**src/verilog/csrf_regs.svh**
```systemverilog
// Purpose: constants for the clock security and reset flag block
// Assumes: ref_clk at 10 MHz
// Notes:   times are in ns, cycle counts derive from them
`ifndef CSRF_REGS_SVH
`define CSRF_REGS_SVH

// register map
`define CSRF_ADDR_W          16
`define CSRF_STATUS_ADDR     16'h002B
`define CSRF_STATUS_RESET    8'h00
`define CSRF_READ_UNMAPPED   8'h00

// field positions in reset_clock_status
`define CSRF_BIT_WDG_FLAG    0
`define CSRF_BIT_DETECTED    1
`define CSRF_BIT_IRQ_EN      2
`define CSRF_BIT_SUPPLY_FLAG 4

// shared interrupt vector slot and address pair
`define CSRF_IRQ_SLOT        4'h1
`define CSRF_IRQ_VECTOR      16'hFFF8

// timing
`define CSRF_CLK_PERIOD_NS   100
`define CSRF_RST_PULSE_NS    20000
`define CSRF_BACKUP_NS       4000
`define CSRF_FILTER_NS       300
`define CSRF_RECOVER_EDGES   8'h04
`define CSRF_CNT_W           8

// least times round up to whole cycles
`define CSRF_RST_PULSE_CYC \
  ((`CSRF_RST_PULSE_NS + `CSRF_CLK_PERIOD_NS - 1) / `CSRF_CLK_PERIOD_NS)
`define CSRF_BACKUP_CYC \
  ((`CSRF_BACKUP_NS + `CSRF_CLK_PERIOD_NS - 1) / `CSRF_CLK_PERIOD_NS)
`define CSRF_FILTER_CYC \
  ((`CSRF_FILTER_NS + `CSRF_CLK_PERIOD_NS - 1) / `CSRF_CLK_PERIOD_NS)

`endif

```
**src/verilog/csrf_pkg.sv**
```systemverilog
// Purpose: types shared by the clock security and reset flag block
// Assumes: constants live in csrf_regs.svh
// Notes:   none
`include "csrf_regs.svh"
package csrf_pkg;

  // register port request
  typedef struct packed {
    logic [`CSRF_ADDR_W-1:0] addr;
    logic [7:0]              wdata;
    logic                    wr;
    logic                    rd;
  } csrf_req_s;

  // main clock source option
  typedef enum logic [2:0] {
    CSRF_SRC_EXT   = 3'h0,
    CSRF_SRC_XTAL0 = 3'h1,
    CSRF_SRC_XTAL1 = 3'h2,
    CSRF_SRC_XTAL2 = 3'h3,
    CSRF_SRC_XTAL3 = 3'h4,
    CSRF_SRC_EXTRC = 3'h5,
    CSRF_SRC_INTRC = 3'h6
  } csrf_osc_src_e;

  // reset pin driver states
  typedef enum logic [2:0] {
    CSRF_PIN_IDLE   = 3'h1,
    CSRF_PIN_SUPPLY = 3'h2,
    CSRF_PIN_WDG    = 3'h4
  } csrf_pin_st_e;

endpackage

```
**src/verilog/csrf_clk_mon.sv**
```systemverilog
// Purpose: main clock filter and backup oscillator selection
// Assumes: osc_level is already synchronised to ref_clk
// Notes:   state holds while frozen, clears when disabled
`timescale 1ns/100ps
module csrf_clk_mon (
  // clock and reset
  input  wire logic ref_clk,
  input  wire logic rst,
  // control
  input  wire logic enable,
  input  wire logic freeze,
  input  wire logic osc_level,
  // status
  output logic      backup_ff,
  output logic      filtered_ff
);
  `include "csrf_regs.svh"

  logic [`CSRF_CNT_W-1:0] gap_ff;
  logic [`CSRF_CNT_W-1:0] good_ff;
  logic                   last_ff;
  logic                   edge_seen;
  logic                   too_fast;
  logic                   recovered;

  assign edge_seen = osc_level & ~last_ff;
  assign too_fast  = edge_seen &
                     (gap_ff < `CSRF_CNT_W'(`CSRF_FILTER_CYC - 1));
  assign recovered = edge_seen & ~too_fast &
                     (good_ff >= `CSRF_RECOVER_EDGES - 8'h01);

  // edge spacing and run of good edges
  always_ff @(posedge ref_clk or posedge rst)
  begin
    if (rst)
    begin
      // start past the spike limit so a first edge is never too fast
      gap_ff  <= `CSRF_CNT_W'(`CSRF_FILTER_CYC);
      good_ff <= '0;
      last_ff <= 1'b0;
    end
    else if (!enable)
    begin
      gap_ff  <= `CSRF_CNT_W'(`CSRF_FILTER_CYC);
      good_ff <= '0;
      last_ff <= osc_level;
    end
    else if (!freeze)
    begin
      last_ff <= osc_level;
      if (edge_seen)
        gap_ff <= '0;
      else if (gap_ff != '1)
        gap_ff <= gap_ff + 8'h01;
      // any spike restarts the good run
      if (too_fast || (gap_ff >= `CSRF_CNT_W'(`CSRF_BACKUP_CYC)))
        good_ff <= '0;
      else if (edge_seen && good_ff != '1)
        good_ff <= good_ff + 8'h01;
    end
  end

  // filter blocks spikes, backup takes over after a silent period
  always_ff @(posedge ref_clk or posedge rst)
  begin
    if (rst)
    begin
      filtered_ff <= 1'b0;
      backup_ff   <= 1'b0;
    end
    else if (!enable)
    begin
      filtered_ff <= 1'b0;
      backup_ff   <= 1'b0;
    end
    else if (!freeze)
    begin
      if (too_fast)
        filtered_ff <= 1'b1;
      else if (recovered)
        filtered_ff <= 1'b0;
      if (gap_ff >= `CSRF_CNT_W'(`CSRF_BACKUP_CYC - 1) && !edge_seen)
        backup_ff <= 1'b1;
      else if (recovered)
        backup_ff <= 1'b0;
    end
  end

endmodule

```
**src/verilog/csrf_sync.sv**
```systemverilog
// Purpose: two flip-flop synchroniser for asynchronous levels
// Assumes: inputs are slow levels relative to ref_clk
// Notes:   only the second stage leaves this module
`timescale 1ns/100ps
module csrf_sync #(
  parameter int W = 1
) (
  // clock and reset
  input  wire logic         ref_clk,
  input  wire logic         rst,
  // levels
  input  wire logic [W-1:0] async_in,
  output logic      [W-1:0] sync_out
);

  logic [W-1:0] meta_ff;

  // first stage feeds the second stage only
  always_ff @(posedge ref_clk or posedge rst)
  begin
    if (rst)
    begin
      meta_ff  <= '0;
      sync_out <= '0;
    end
    else
    begin
      meta_ff  <= async_in;
      sync_out <= meta_ff;
    end
  end

endmodule

```
**src/verilog/csrf_top.sv**
```systemverilog
// Purpose: clock security unit, reset pin driver and reset_clock_status
// Assumes: option inputs are static; cpu side signals share ref_clk
// Notes:   rst is the power-on reset; pin and watchdog resets are events
//
// Implementation choice: the address-and-strobe port.
`timescale 1ns/100ps
module csrf_top (
  // clock and reset
  input  wire logic              ref_clk,
  input  wire logic              rst,
  // register port
  input  csrf_pkg::csrf_req_s    bus_req,
  output logic [7:0]             rd_data_ff,
  // option settings
  input  wire logic              css_enable_opt,
  input  csrf_pkg::csrf_osc_src_e osc_src_opt,
  // pins
  input  wire logic              osc_in_pin,
  input  wire logic              supply_low,
  input  wire logic              rst_pin_in_n,
  output logic                   rst_pin_out_ff,
  output logic                   rst_pin_oe_ff,
  // cpu side
  input  wire logic              wdg_underflow,
  input  wire logic              cpu_irq_mask,
  input  wire logic              wait_mode,
  input  wire logic              halt_mode,
  output logic                   css_irq_ff,
  output logic                   wake_req_ff,
  // clock control
  output logic                   backup_sel_ff,
  output logic                   clk_filtered_ff,
  output logic                   osc_keep_run_ff,
  output logic                   osc_enable_ff
);
  import csrf_pkg::*;
  `include "csrf_regs.svh"

  logic [2:0]             sync_q;
  logic                   osc_s;
  logic                   supply_low_s;
  logic                   pin_low_s;
  logic                   supply_last_ff;
  logic                   supply_evt;
  logic                   pin_evt;
  logic                   pin_last_ff;
  logic                   opt_taken_ff;
  logic                   css_en_ff;
  csrf_osc_src_e          src_ff;
  logic                   is_xtal;
  csrf_pin_st_e           pin_st_ff;
  csrf_pin_st_e           nxt_pin_st;
  logic [`CSRF_CNT_W-1:0] pulse_ff;
  logic                   supply_flag_ff;
  logic                   wdg_flag_ff;
  logic                   irq_en_ff;
  logic                   det_ff;
  logic                   mon_backup;
  logic                   mon_filtered;
  logic                   hit;
  logic                   wr_hit;
  logic                   rd_hit;
  logic                   nxt_irq;
  logic [7:0]             status;

  // pins cross into ref_clk before any logic looks at them
  csrf_sync #(.W(3)) u_sync (
    .ref_clk  (ref_clk),
    .rst      (rst),
    .async_in ({osc_in_pin, supply_low, ~rst_pin_in_n}),
    .sync_out (sync_q)
  );
  assign osc_s        = sync_q[2];
  assign supply_low_s = sync_q[1];
  assign pin_low_s    = sync_q[0];

  // option caught once, after reset release
  always_ff @(posedge ref_clk or posedge rst)
  begin
    if (rst)
    begin
      opt_taken_ff <= 1'b0;
      css_en_ff    <= 1'b0;
      src_ff       <= CSRF_SRC_EXT;
    end
    else if (!opt_taken_ff)
    begin
      opt_taken_ff <= 1'b1;
      css_en_ff    <= css_enable_opt;
      src_ff       <= osc_src_opt;
    end
  end

  // crystal ranges are the four middle codes
  assign is_xtal = (src_ff == CSRF_SRC_XTAL0) ||
                   (src_ff == CSRF_SRC_XTAL1) ||
                   (src_ff == CSRF_SRC_XTAL2) ||
                   (src_ff == CSRF_SRC_XTAL3);

  // filter and backup selection, gated by option and halt
  csrf_clk_mon u_mon (
    .ref_clk     (ref_clk),
    .rst         (rst),
    .enable      (css_en_ff),
    .freeze      (halt_mode),
    .osc_level   (osc_s),
    .backup_ff   (mon_backup),
    .filtered_ff (mon_filtered)
  );

  // rising edges of the reset causes
  assign supply_evt = supply_low_s & ~supply_last_ff;
  assign pin_evt    = pin_low_s & ~pin_last_ff & ~rst_pin_oe_ff;

  always_ff @(posedge ref_clk or posedge rst)
  begin
    if (rst)
    begin
      supply_last_ff <= 1'b0;
      pin_last_ff    <= 1'b0;
    end
    else
    begin
      supply_last_ff <= supply_low_s;
      pin_last_ff    <= pin_low_s;
    end
  end

  // reset pin driver: supply low outranks a watchdog pulse
  always_comb
  begin
    nxt_pin_st = pin_st_ff;
    case (pin_st_ff)
      CSRF_PIN_IDLE:
        if (supply_low_s)
          nxt_pin_st = CSRF_PIN_SUPPLY;
        else if (wdg_underflow)
          nxt_pin_st = CSRF_PIN_WDG;
      CSRF_PIN_SUPPLY:
        if (!supply_low_s)
          nxt_pin_st = CSRF_PIN_IDLE;
      CSRF_PIN_WDG:
        if (supply_low_s)
          nxt_pin_st = CSRF_PIN_SUPPLY;
        else if (pulse_ff >= `CSRF_CNT_W'(`CSRF_RST_PULSE_CYC - 1))
          nxt_pin_st = CSRF_PIN_IDLE;
      default:
        nxt_pin_st = CSRF_PIN_IDLE;
    endcase
  end

  always_ff @(posedge ref_clk or posedge rst)
  begin
    if (rst)
    begin
      pin_st_ff      <= CSRF_PIN_IDLE;
      rst_pin_oe_ff  <= 1'b0;
      rst_pin_out_ff <= 1'b0;
    end
    else
    begin
      pin_st_ff      <= nxt_pin_st;
      rst_pin_oe_ff  <= (nxt_pin_st != CSRF_PIN_IDLE);
      rst_pin_out_ff <= 1'b0; // open drain, only ever pulls low
    end
  end

  // cycles spent in the watchdog pulse
  always_ff @(posedge ref_clk or posedge rst)
  begin
    if (rst)
      pulse_ff <= '0;
    else if (pin_st_ff == CSRF_PIN_WDG && pulse_ff != '1)
      pulse_ff <= pulse_ff + 8'h01;
    else if (pin_st_ff != CSRF_PIN_WDG)
      pulse_ff <= '0;
  end

  // crystal runs through reset; halt stops the others
  always_ff @(posedge ref_clk or posedge rst)
  begin
    if (rst)
    begin
      osc_keep_run_ff <= 1'b0;
      osc_enable_ff   <= 1'b0;
    end
    else
    begin
      osc_keep_run_ff <= is_xtal;
      osc_enable_ff   <= is_xtal | (~halt_mode & ~rst_pin_oe_ff);
    end
  end

  // register decode; halt blocks writes and the read clear, not read data
  assign hit    = (bus_req.addr == `CSRF_STATUS_ADDR);
  assign wr_hit = hit & bus_req.wr & ~halt_mode;
  assign rd_hit = hit & bus_req.rd & ~halt_mode;

  // supply flag; pin and watchdog leave it alone
  always_ff @(posedge ref_clk or posedge rst)
  begin
    if (rst)
      supply_flag_ff <= 1'b0;
    else if (supply_evt)
      supply_flag_ff <= 1'b1; // set wins over a write of zero
    else if (wr_hit && !bus_req.wdata[`CSRF_BIT_SUPPLY_FLAG])
      supply_flag_ff <= 1'b0;
  end

  // watchdog flag, cleared also by a supply reset
  always_ff @(posedge ref_clk or posedge rst)
  begin
    if (rst)
      wdg_flag_ff <= 1'b0;
    else if (supply_evt || pin_evt)
      wdg_flag_ff <= 1'b0; // pin reset clears this bit and keeps the supply bit
    else if (wdg_underflow)
      wdg_flag_ff <= 1'b1;
    else if (wr_hit && !bus_req.wdata[`CSRF_BIT_WDG_FLAG])
      wdg_flag_ff <= 1'b0;
  end

  // any reset event restarts the enable from zero
  always_ff @(posedge ref_clk or posedge rst)
  begin
    if (rst)
      irq_en_ff <= 1'b0;
    else if (supply_evt || pin_evt || wdg_underflow)
      irq_en_ff <= 1'b0;
    else if (wr_hit)
      irq_en_ff <= bus_req.wdata[`CSRF_BIT_IRQ_EN];
  end

  // detection flag follows backup, read clears once recovered
  always_ff @(posedge ref_clk or posedge rst)
  begin
    if (rst)
      det_ff <= 1'b0;
    else if (!css_en_ff || supply_evt || pin_evt || wdg_underflow)
      det_ff <= 1'b0;
    else if (halt_mode)
      det_ff <= det_ff; // frozen while halted
    // read during backup keeps the flag
    else if (mon_backup)
      det_ff <= 1'b1;
    else if (rd_hit)
      det_ff <= 1'b0;
  end

  // detection reads zero when the unit is off
  assign status = {3'h0, supply_flag_ff, 1'b0, irq_en_ff,
                   det_ff & css_en_ff, wdg_flag_ff};

  // read data stand only in the cycle after the strobe
  always_ff @(posedge ref_clk or posedge rst)
  begin
    if (rst)
      rd_data_ff <= `CSRF_STATUS_RESET;
    else if (bus_req.rd && hit)
      rd_data_ff <= status;
    else
      rd_data_ff <= `CSRF_READ_UNMAPPED;
  end

  // request needs enable and a clear cpu mask
  // request feeds the shared slot-1 vector
  assign nxt_irq = css_en_ff & irq_en_ff & det_ff & ~cpu_irq_mask;

  // wait mode keeps everything running and the request wakes it
  always_ff @(posedge ref_clk or posedge rst)
  begin
    if (rst)
    begin
      css_irq_ff  <= 1'b0;
      wake_req_ff <= 1'b0;
    end
    else
    begin
      css_irq_ff  <= nxt_irq;
      wake_req_ff <= nxt_irq & wait_mode;
    end
  end

  // backup selection and filter state to the clock tree
  // both drop without software when the source recovers
  always_ff @(posedge ref_clk or posedge rst)
  begin
    if (rst)
    begin
      backup_sel_ff   <= 1'b0;
      clk_filtered_ff <= 1'b0;
    end
    else
    begin
      backup_sel_ff   <= mon_backup & ~halt_mode;
      clk_filtered_ff <= mon_filtered;
    end
  end
endmodule
```
**config.mk**
```make
export PLATFORM = sky130hd
export DESIGN_NAME = csrf_top
export DESIGN_NICKNAME = d
export VERILOG_FILES = /design/src/verilog/csrf_pkg.sv /design/src/verilog/csrf_clk_mon.sv /design/src/verilog/csrf_sync.sv /design/src/verilog/csrf_top.sv
export VERILOG_INCLUDE_DIRS = /design/src /design/src/verilog
export SDC_FILE = /design/constraint.sdc
export NUM_CORES = 1
export LEC_CHECK = 0
export ABC_AREA = 1
export BUFFER_PORTS_ARGS = -buffer_cell sky130_fd_sc_hd__buf_2
export CAP_MARGIN = 40
export CORE_MARGIN = 8
export CORE_UTILIZATION = 35
export CTS_CLUSTER_SIZE = 24
export DETAILED_ROUTE_END_ITERATION = 10
export GPL_ROUTABILITY_DRIVEN = 0
export PLACE_DENSITY_LB_ADDON = 0.25
export SYNTH_ARGS = -nofsm -noshare
export SYNTH_HDL_FRONTEND = slang
export SYNTH_HIERARCHICAL = 1
export SYNTH_SLANG_ARGS = --single-unit
```
**constraint.sdc**
```tcl
create_clock -name ref_clk -period 4.5 [get_ports ref_clk]
set_input_delay 1.35 -clock ref_clk [delete_from_list [all_inputs] [get_ports ref_clk]]
set_output_delay 1.35 -clock ref_clk [all_outputs]
set_load 0.03 [all_outputs]
```
==> results of run 1 <==
==> flip-flops by register name, summed over array words and instances, names as in the netlist, 3 cells and up <==
signal,cells
pin_st_ff,3
pulse_ff,8
rd_data_ff,4
src_ff,3
u_mon/gap_ff,8
u_mon/good_ff,8
u_sync/meta_ff,3
u_sync/sync_out,3
==> cells in the final DEF (no fill, tap or decap), types with 2 or more instances in the layout <==
cell	instances
nand3_1	20
and2_1	2
o21ai_1	4
clkinv_2	2
nand2_2	4
a21oi_1	5
dfrtp_1	55
inv_1	53
buf_2	44
nand2_1	82
o211ai_1	2
nor2_2	3
dfstp_2	3
clkbuf_8	11
nor2_1	39
o21ai_0	18
xor2_1	2
ha_1	3
inv_2	2
o21ai_2	2
nand4_1	14
nand2_4	3
a31oi_1	2
nor2_4	3
clkbuf_1	2
nand3_2	2
or2_2	3
mux2_2	3
nor3_1	8
conb_1	6
==> worst register-to-register path, stage by stage, from the launching register on <==
cell and delay [ns]:
dfstp_2 0.56, ha_1 0.16, nand2_1 0.10, nor2_2 0.18, nand4_1 0.16, nand2_2 0.24
o21ai_0 0.13
==> path summary, 6_finish.rpt <==
check | endpoint | cells past startpoint | slack (ns) | from
max | rst_pin_oe_ff | 1 | 2.24 | rst_pin_oe_ff
min | u_sync/sync_out[0] | 0 | 0.35 | u_sync/meta_ff[0]
max reg2reg | u_mon/gap_ff[3] | 6 | 2.86 | u_mon/gap_ff[0]
min reg2reg | u_sync/sync_out[0] | 0 | 0.35 | u_sync/meta_ff[0]
max in group asynchronous | pin_st_ff[0] | 3 | 2.63 | rst
min in group asynchronous | u_sync/meta_ff[1] | 2 | 0.95 | rst
==> cell families (layout without fill, tap and decap cells) <==
family,Yosys count,after routing
AND/OR/NAND/NOR,189,189
buffers and inverters,64,116
flip-flops,58,58
AO/OA/AOI/OAI,35,35
adder cells (fa/ha/maj),3,3
XOR/XNOR,3,3
multiplexers,3,3
other,2,6
==> power by group <==
| part | switching [mW] | internal [mW] |
|---|---|---|
| logic | 0.134 | 0.0727 |
| clock network | 0.193 | 0.284 |
| registers | 0.0429 | 0.575 |
==> per-stage QoR <==
stage | hold slack [ns] | power, mW
after detailed placement | 0.337 | 0.836
after global placement | 0.333 | 0.829
after global routing | 0.365 | 1.38
after CTS | 0.352 | 1.32
after floorplan | 0.331 | 0.777
final | 0.349 | 1.30
==> final cells by class <==
class / instances / area [µm²] / area share (%)
Clock buffer: 13 / 159 / 4.63
Clock inverter: 3 / 40.0 / 1.17
Inverter: 55 / 206 / 6.02
Multi-Input combinational cell: 239 / 1210 / 35.3
Sequential cell: 58 / 1460 / 42.4
Tap cell: 105 / 131 / 3.83
Timing Repair Buffer: 45 / 228 / 6.64
==> routing by layer <==
| layer | vias to the layer above | routed length, µm | GRT usage [%] |
|---|---|---|---|
| met5 | - | 0 | 0 |
| met1 | 1053 | 2960 | 14.4 |
| li1 | 1219 | - | - |
| met2 | 55 | 2540 | 17.4 |
| met4 | 0 | 141 | 6.54 |
| met3 | 11 | 424 | 3.47 |
==> results.md, run 1 <==
* Initial antenna violation count at 0
* Clock Tree Root: clkbuf_8
* Final WS setup at approximately 2.2 ns
* Asr flop ratio synth at 100%
* First-pass GRT wire length at 10.6 mm
* Die height at 108 µm
* # fillers at around 830
* CP cell instances: buf_2
* Main combinational cell family by area after synthesis: simple AND/OR/NAND/NOR gates
* Yosys top cell by area: dfrtp_1
* Top cells by count, synth: 82 x nand2_1, 55 x dfrtp_1, 53 x inv_1
* Die width at 108 µm
* Bufs on Longest Clock Path at 2
* Placed Cells at around 500
* Top delay family on crit path: flip-flops
* PD cells at ~380 nW/µm²
* Mapped Avg Cell Area at around 8.2 µm²
* Pin count of the biggest net entering global routing at 20
* Hold Violations, Final at 0
* Max_cap viols at 0
* Synthesized flop and latch total at 58
* Non-Filler Instances at between 500 and 600
* Top cells by area, synth: dfrtp_1 47%, nand2_1 10%, inv_1 6.8%
* Gr usage total at approximately 12%
* Clock latency on the worst-skew pair at 0.33 ns
* Detailed Routing Iterations Pass 1 at 4
* Synth Area in Compound Gates at roughly 6.7%
* Worst path required time at around 3.2 ns
* DR vias/cell at approximately 4.5
* Cell count after synthesis at about 360
* Mux share of post-synthesis cell area at ~1.2%
* WL final at between 6 and 7 mm
* Setup slack at placement at between 2 and 2.5 ns
* Via count at roughly 2.3k
* Post-layout util at approximately two fifths
* Number of hold buffers added after CTS at 0
* Drt drc at 0
* Relative slew slack at 49.5%
* Design area at ~3400 µm²
* Post-synth EDFFs at 0
* Leak at 1.85 nW
* Initial DRC Count at 89
* Critical path class: flip-flop to output pin
* Synth top area share at between 40% and 50%
* Crit-path max FO at 3
* Post-Synth Simple-Gate Area at 30.5%
* Initial Utilization at 35.9%
* Status: finished, final reports clean
* Vias in the first global route at about 2.3k
* Worst path bufs/invs at 1
* Setup TNS at 0 ns
* Synth Cell Area at just under 3000 µm²
* Nets at 450
* Seq/Total Area, Yosys at approximately half
* # setup viols final at 0
* Achievable Freq at 0.442 GHz
* Syn. warnings at 6
* Max Slew Vio Count at 0
* XOR/XNOR Fraction of Synth Area at less than 1%
* Num CTS Buffers at 9
* WL per Instance at ~12 µm
* CP Launch Type: flip-flop
* Most instantiated library cell after synthesis: nand2_1
* DP Wirelength at 4.62 mm
* Diode count at 0
* Synth unique cells at 38
* IO buf count at 44
* Worst Tran Pin Value at 0.756 ns
* Area Growth Syn to Fin at 16.9%
* Clock sink total at 58
* Post-CTS Resized at 0
* Area after DPL at around 3200 µm²
* Layout Skew at 0.00774 ns
* CTS tree: built
* Clock transition at path regs at 0.06 ns
* Top Ports at between 50 and 60
* Tcrit/Tclk final at 50.3%
* Critical path endpoint category: output pin
* Slowest-stage cell, CP: dfrtp_1
* CP arrival at ~0.9 ns
* Remaining Overflow, GRT at 0
* Main synth FF type: dfrtp_1
* Antenna-violating nets left at 0
* Placeable Area at roughly 8200 µm²
* Fraction of layout cells with a size suffix above 1 at a little over a fifth
* Peak supply drop at 0.143 mV
* Crit path time final at ~2.3 ns
* H-tree depth at 3
* Die ar. at around 12,000 µm²
* RSZ-0062 raised after global routing: no
* Synth Area in Adders at under 10%
* Worst min-delay path class: flip-flop to flip-flop
* Postcts setup bufs at 0
* Biggest cell delay along the critical path at 0.38 ns
* Cell Rows at 33
No activity file was read; power rests on OpenSTA's default activity.
==> run 2, diff against run 1 <==
- clock period: 4.5 -> 2 ns (I/O delays scaled with it)
==> run 2 against run 1 <==
  * Sequential cell count unchanged
  * Sequential share of layout area decreased by 0.77 points
  * Total power increased by 140%
  * Sequential power increased by 120%
  * Non-clock buffer count increased by 2
  * Via count increased by 0.64%
  * Core utilization increased by 0.78 points
  * Critical endpoint is now u_mon/good_ff[4]
  * Highest routed layer unchanged
==> results.md, run 2 (same netlist as run 1, synthesis figures left out) <==
* Post-CTS Resized at 0
* Peak supply drop at 0.382 mV
* Worst min-delay path class: primary input to async pin
* R2R setup slack at between 0.3 and 0.4 ns
* Num CTS Buffers at 9
* Status: finished, final reports clean
* Largest regs: pulse_ff x8, u_mon/gap_ff x8, u_mon/good_ff x8
* # setup viols final at 0
* Clock transition at path regs at roughly 0.070 ns
* Non-Filler Instances at 520
* Clock latency on the worst-skew pair at around 0.34 ns
* Die ar. at 11,600 µm²
* Fraction of layout cells with a size suffix above 1 at between 20% and 30%
* Nets at ~450
* Antenna-violating nets left at 0
* Initial DRC Count at 80
* Via count at ~2.4k
* Postcts setup bufs at 0
* Diode count at 0
* Clock sink total at 58
* Tcrit/Tclk final at 81.2%
* Max_cap viols at 0
* Gr usage total at between 10% and 20%
* Critical R2R Capture: u_mon/good_ff[4]
* Layout Skew at approximately 0.009 ns
* Register-to-Register Path Depth at 10
* Cell Rows at 33
* Worst path required time at approximately 2.2 ns
* CTS tree: built
* Vias in the first global route at 2,263
* DR vias/cell at about 4.5
* Placed Cells at between 500 and 600
* Initial antenna violation count at 0
* Die width at 108 µm
* First-pass GRT wire length at roughly 11 mm
* Setup TNS at 0 ns
* Number of hold buffers added after CTS at 0
* Detailed Routing Iterations Pass 1 at 4
* Crit path time final at approximately 1.6 ns
* Drt drc at 0
* IO buf count at 44
* Leak at around 1.9 nW
* Crit-path max FO at 15
* RSZ-0062 raised after global routing: no
* Clock Tree Root: clkbuf_8
* CP arrival at 1.85 ns
* CP Launch Type: flip-flop
* Top Ports at 55
* Achievable Freq at between 0.6 and 0.7 GHz
* PD cells at between 900 and 1000 nW/µm²
* DP Wirelength at about 4.6 mm
* Critical path class: flip-flop to flip-flop
* H-tree depth at 3
* Initial Utilization at a little over a third
* Critical path endpoint category: flip-flop
* Pin count of the biggest net entering global routing at 34
* Remaining Overflow, GRT at 0
* # fillers at 845
* Area Growth Syn to Fin at 19.1%
* Placeable Area at ~8000 µm²
* Hold Violations, Final at 0
* R2R Path Start: u_mon/good_ff[0]
* WL per Instance at approximately 12 µm
* Commonest cells after routing, fill and taps aside: 82 x nand2_1, 55 x dfrtp_1, 53 x inv_1
* Bufs on Longest Clock Path at 2
* Die height at approximately 110 µm
* Commonest non-fill, non-tap cell in the layout: nand2_1
* Worst setup startpoint: u_mon/good_ff[0]
* WL final at 6.11 mm
* Max Slew Vio Count at 0
-- run 2: changes by cell type in the layout (fill, tap and decap cells not counted) --
cell,change
buf_4,+2
bufinv_16,+1
clkbuf_1,-2
clkbuf_8,+2
clkinv_2,-2
clkinv_4,+1
-- run 2: metal layers --
layer | GRT usage [%] | vias to the layer above | wire, µm
met5 | 0 | - | 0
met4 | 6.54 | 0 | 139
met3 | 3.65 | 11 | 448
met2 | 16.9 | 53 | 2570
met1 | 14.7 | 1063 | 2950
li1 | - | 1226 | -
-- run 2: where the power goes --
group          internal, mW  switching [mW]  total (mW)  leakage (nW)
combinational         0.167           0.307       0.474          1.00
sequential             1.29          0.0846        1.38         0.749
clock                 0.840           0.473        1.31         0.126
total                  2.30           0.865        3.16          1.88
-- run 2: cell type report --
| class | count | area, µm² | area share [%] |
|---|---|---|---|
| Clock buffer | 13 | 179 | 5.12 |
| Tap cell | 105 | 131 | 3.76 |
| Inverter | 55 | 206 | 5.91 |
| Clock inverter | 3 | 68.8 | 1.97 |
| Timing Repair Buffer | 47 | 243 | 6.94 |
| Multi-Input combinational cell | 239 | 1210 | 34.7 |
| Sequential cell | 58 | 1460 | 41.6 |
-- run 2: how the worst max path moves through the flow --
stage	slack [ns]	depth (start not counted)	end
5_1_grt	0.15	10	u_mon/good_ff[4]
3_3_place_gp	0.40	8	supply_flag_ff
2_1_floorplan	0.57	7	u_mon/gap_ff[4]
6_report	0.38	10	u_mon/good_ff[4]
4_1_cts	0.37	6	u_mon/gap_ff[3]
3_5_place_dp	0.38	6	u_mon/gap_ff[3]
-- run 2: metrics by stage --
stage	instance area (µm²)	power, mW	worst slack (ns)	hold WS, ns	utilization (%)
global placement	3250	1.87	0.398	0.332	39.7
global route	3500	3.34	0.149	0.201	42.8
floorplan	2950	1.75	0.566	0.331	-
finish	3500	3.16	0.375	0.187	42.8
detailed placement	3250	1.88	0.377	0.337	39.7
CTS	3500	3.22	0.366	0.182	42.8
-- run 2: critical path, cell delays in order (launching register included) --
cell	delay, ns
dfrtp_1	0.41
ha_1	0.28
nand2_1	0.09
nor2_2	0.13
nand2_1	0.07
nand2_1	0.07
nand3_2	0.10
nand2_4	0.18
inv_1	0.08
nand2_1	0.06
nand2_1	0.05
==> run 3, diff against run 2 <==
- clock period: 2 -> 1.4 ns (I/O delays scaled with it)
==> run 3 against run 2 <==
  * Worst setup slack got worse by 0.47 ns
  * Combinational power increased by 110%
  * The flow now finishes with violations (negative setup slack)
  * Routed wire length increased by 10%
  * Highest routed layer unchanged
  * Design area increased by 11%
  * Sequential power increased by 42%
  * Fmax increased by 8.4%
  * Sequential share of layout area decreased by 4.0 points
  * First-iteration DRC count increased by 16%
  * Global-route usage increased by 0.89 points
  * Clock power increased by 16%
  * Via count increased by 8.0%
==> results.md, run 3 (same netlist as run 1, synthesis figures left out) <==
* Max_cap viols at 0
* Die width at roughly 110 µm
* Detailed Routing Iterations Pass 1 at 4
* Initial antenna violation count at 0
* Failing checks: negative setup slack
* Diode count at 0
* Register-to-Register Path Depth at 7
* Initial Utilization at a little over a third
* Crit-path max FO at 7
* Bufs on Longest Clock Path at 2
* Worst min-delay path class: primary input to async pin
* Clock latency on the worst-skew pair at 0.33 ns
* Hold Violations, Final at 0
* Post-layout util at 47.3%
* Gr usage total at roughly an eighth
* Remaining Overflow, GRT at 0
* Die ar. at ~12,000 µm²
* R2R setup slack at -0.1 ns
* Commonest cells after routing, fill and taps aside: 72 x nand2_1, 54 x dfrtp_1, 52 x inv_1
* CTS tree: built
* Leak at between 2 and 2.5 nW
* Crit path time final at 1.50 ns
* WL final at 6.71 mm
* Tcrit/Tclk final at 107%
* Clock transition at path regs at about 0.07 ns
* H-tree depth at 3
* Layout Skew at approximately 0.0095 ns
* RSZ-0062 raised after global routing: yes
* Largest regs: pulse_ff x8, u_mon/gap_ff x8, u_mon/good_ff x8
* Setup slack at placement at -0.142 ns
* Antenna-violating nets left at 0
* Die height at between 100 and 150 µm
* Commonest non-fill, non-tap cell in the layout: nand2_1
* Tot Pwr at about 4.5 mW
* Cell Rows at 33
* Placeable Area at just over 8000 µm²
* Drt drc at 0
* Non-Filler Instances at between 500 and 600
* Clock Tree Root: clkbuf_8
* Num CTS Buffers at 9
* Setup TNS at -0.839 ns
* Max Slew Vio Count at 0
* Clock sink total at 58
* PD cells at approximately 1200 nW/µm²
* DP Wirelength at 4.96 mm
* CP Launch Type: flip-flop
* Peak supply drop at approximately 0.48 mV
* Fraction of layout cells with a size suffix above 1 at roughly a third
* # setup viols final at 15
* Vias in the first global route at about 2.6k
* Initial DRC Count at between 90 and 100
* Via count at approximately 2.5k
* Nets at around 490
* First-pass GRT wire length at between 10 and 15 mm
* Top Ports at 55
* WL per Instance at about 12 µm
* Final WS setup at -0.0994 ns
* Critical path class: flip-flop to flip-flop
* IO buf count at between 40 and 50
* Pin count of the biggest net entering global routing at 21
* DR vias/cell at 4.57
* Status: finished with violations
* Placed Cells at between 500 and 600
* Area Growth Syn to Fin at 31.8%
* Critical path endpoint category: flip-flop
* CP arrival at 1.74 ns
* Achievable Freq at around 0.67 GHz
* Worst path required time at 1.64 ns
[run 3: cell types whose count changed in the layout (fill, tap and decap cells not counted), moves of 4 or more]
cell	delta
nor2_1	-6
buf_4	+32
o21ai_0	-8
nand2_1	-10
nand2_4	+5
o21ai_2	+4
nor2_2	+4
nand2_2	+6
o21ai_1	+4
[run 3: worst paths after layout]
path / startpoint / endpoint
setup / recovery: u_mon/gap_ff[0] / u_mon/gap_ff[2]
hold / removal: rst / u_sync/meta_ff[0]
max in group asynchronous: rst / u_mon/gap_ff[1]
setup reg to reg: u_mon/gap_ff[0] / u_mon/gap_ff[2]
hold reg to reg: u_sync/meta_ff[1] / u_sync/sync_out[1]
min in group ref_clk: supply_low / u_sync/meta_ff[1]
[run 3: worst max-delay path, stage by stage, from the launching register on]
cell	delay [ns]
dfstp_2	0.56
ha_4	0.15
nand2_4	0.05
nor2_4	0.09
nand4_1	0.22
nand2_4	0.20
nand2_1	0.08
o21ai_1	0.08
[run 3: timing repair]
action	CTS	global route
buffers inserted	3	3
pin swaps	7	6
endpoints found under the hold margin	0	0
resized for setup	27	12
endpoints found under the setup margin	13	24
hold buffers	0	0
cloned	1	0
[run 3: cell type report]
class,instances,area [µm²]
Tap cell,105,131
Inverter,55,206
Clock buffer,11,141
Multi-Input combinational cell,240,1340
Fill cell,807,4310
Sequential cell,58,1460
Clock inverter,5,53.8
Timing Repair Buffer,82,534
[run 3: routing by layer]
metal | share of wire [%] | GRT usage [%]
met2 | 44 | 19.6
met4 | 0.83 | 4.76
met5 | 0 | 0
met1 | 46 | 15.4
met3 | 8.4 | 4.13
[run 3: through the flow]
step           cell area (µm²)  hold WS [ns]
2_1_floorplan             2960         0.211
3_3_place_gp              3480         0.334
3_5_place_dp              3480         0.335
4_1_cts                   3810       0.00587
5_1_grt                   3870        0.0212
6_report                  3870        0.0168
[run 3: where the power goes]
part,leakage [nW],internal [mW],total (mW),switching [mW]
Combinational,1.25,0.440,1.00,0.564
Sequential,0.747,1.85,1.96,0.108
Clock,0.103,0.865,1.52,0.654
Total,2.10,3.15,4.48,1.33
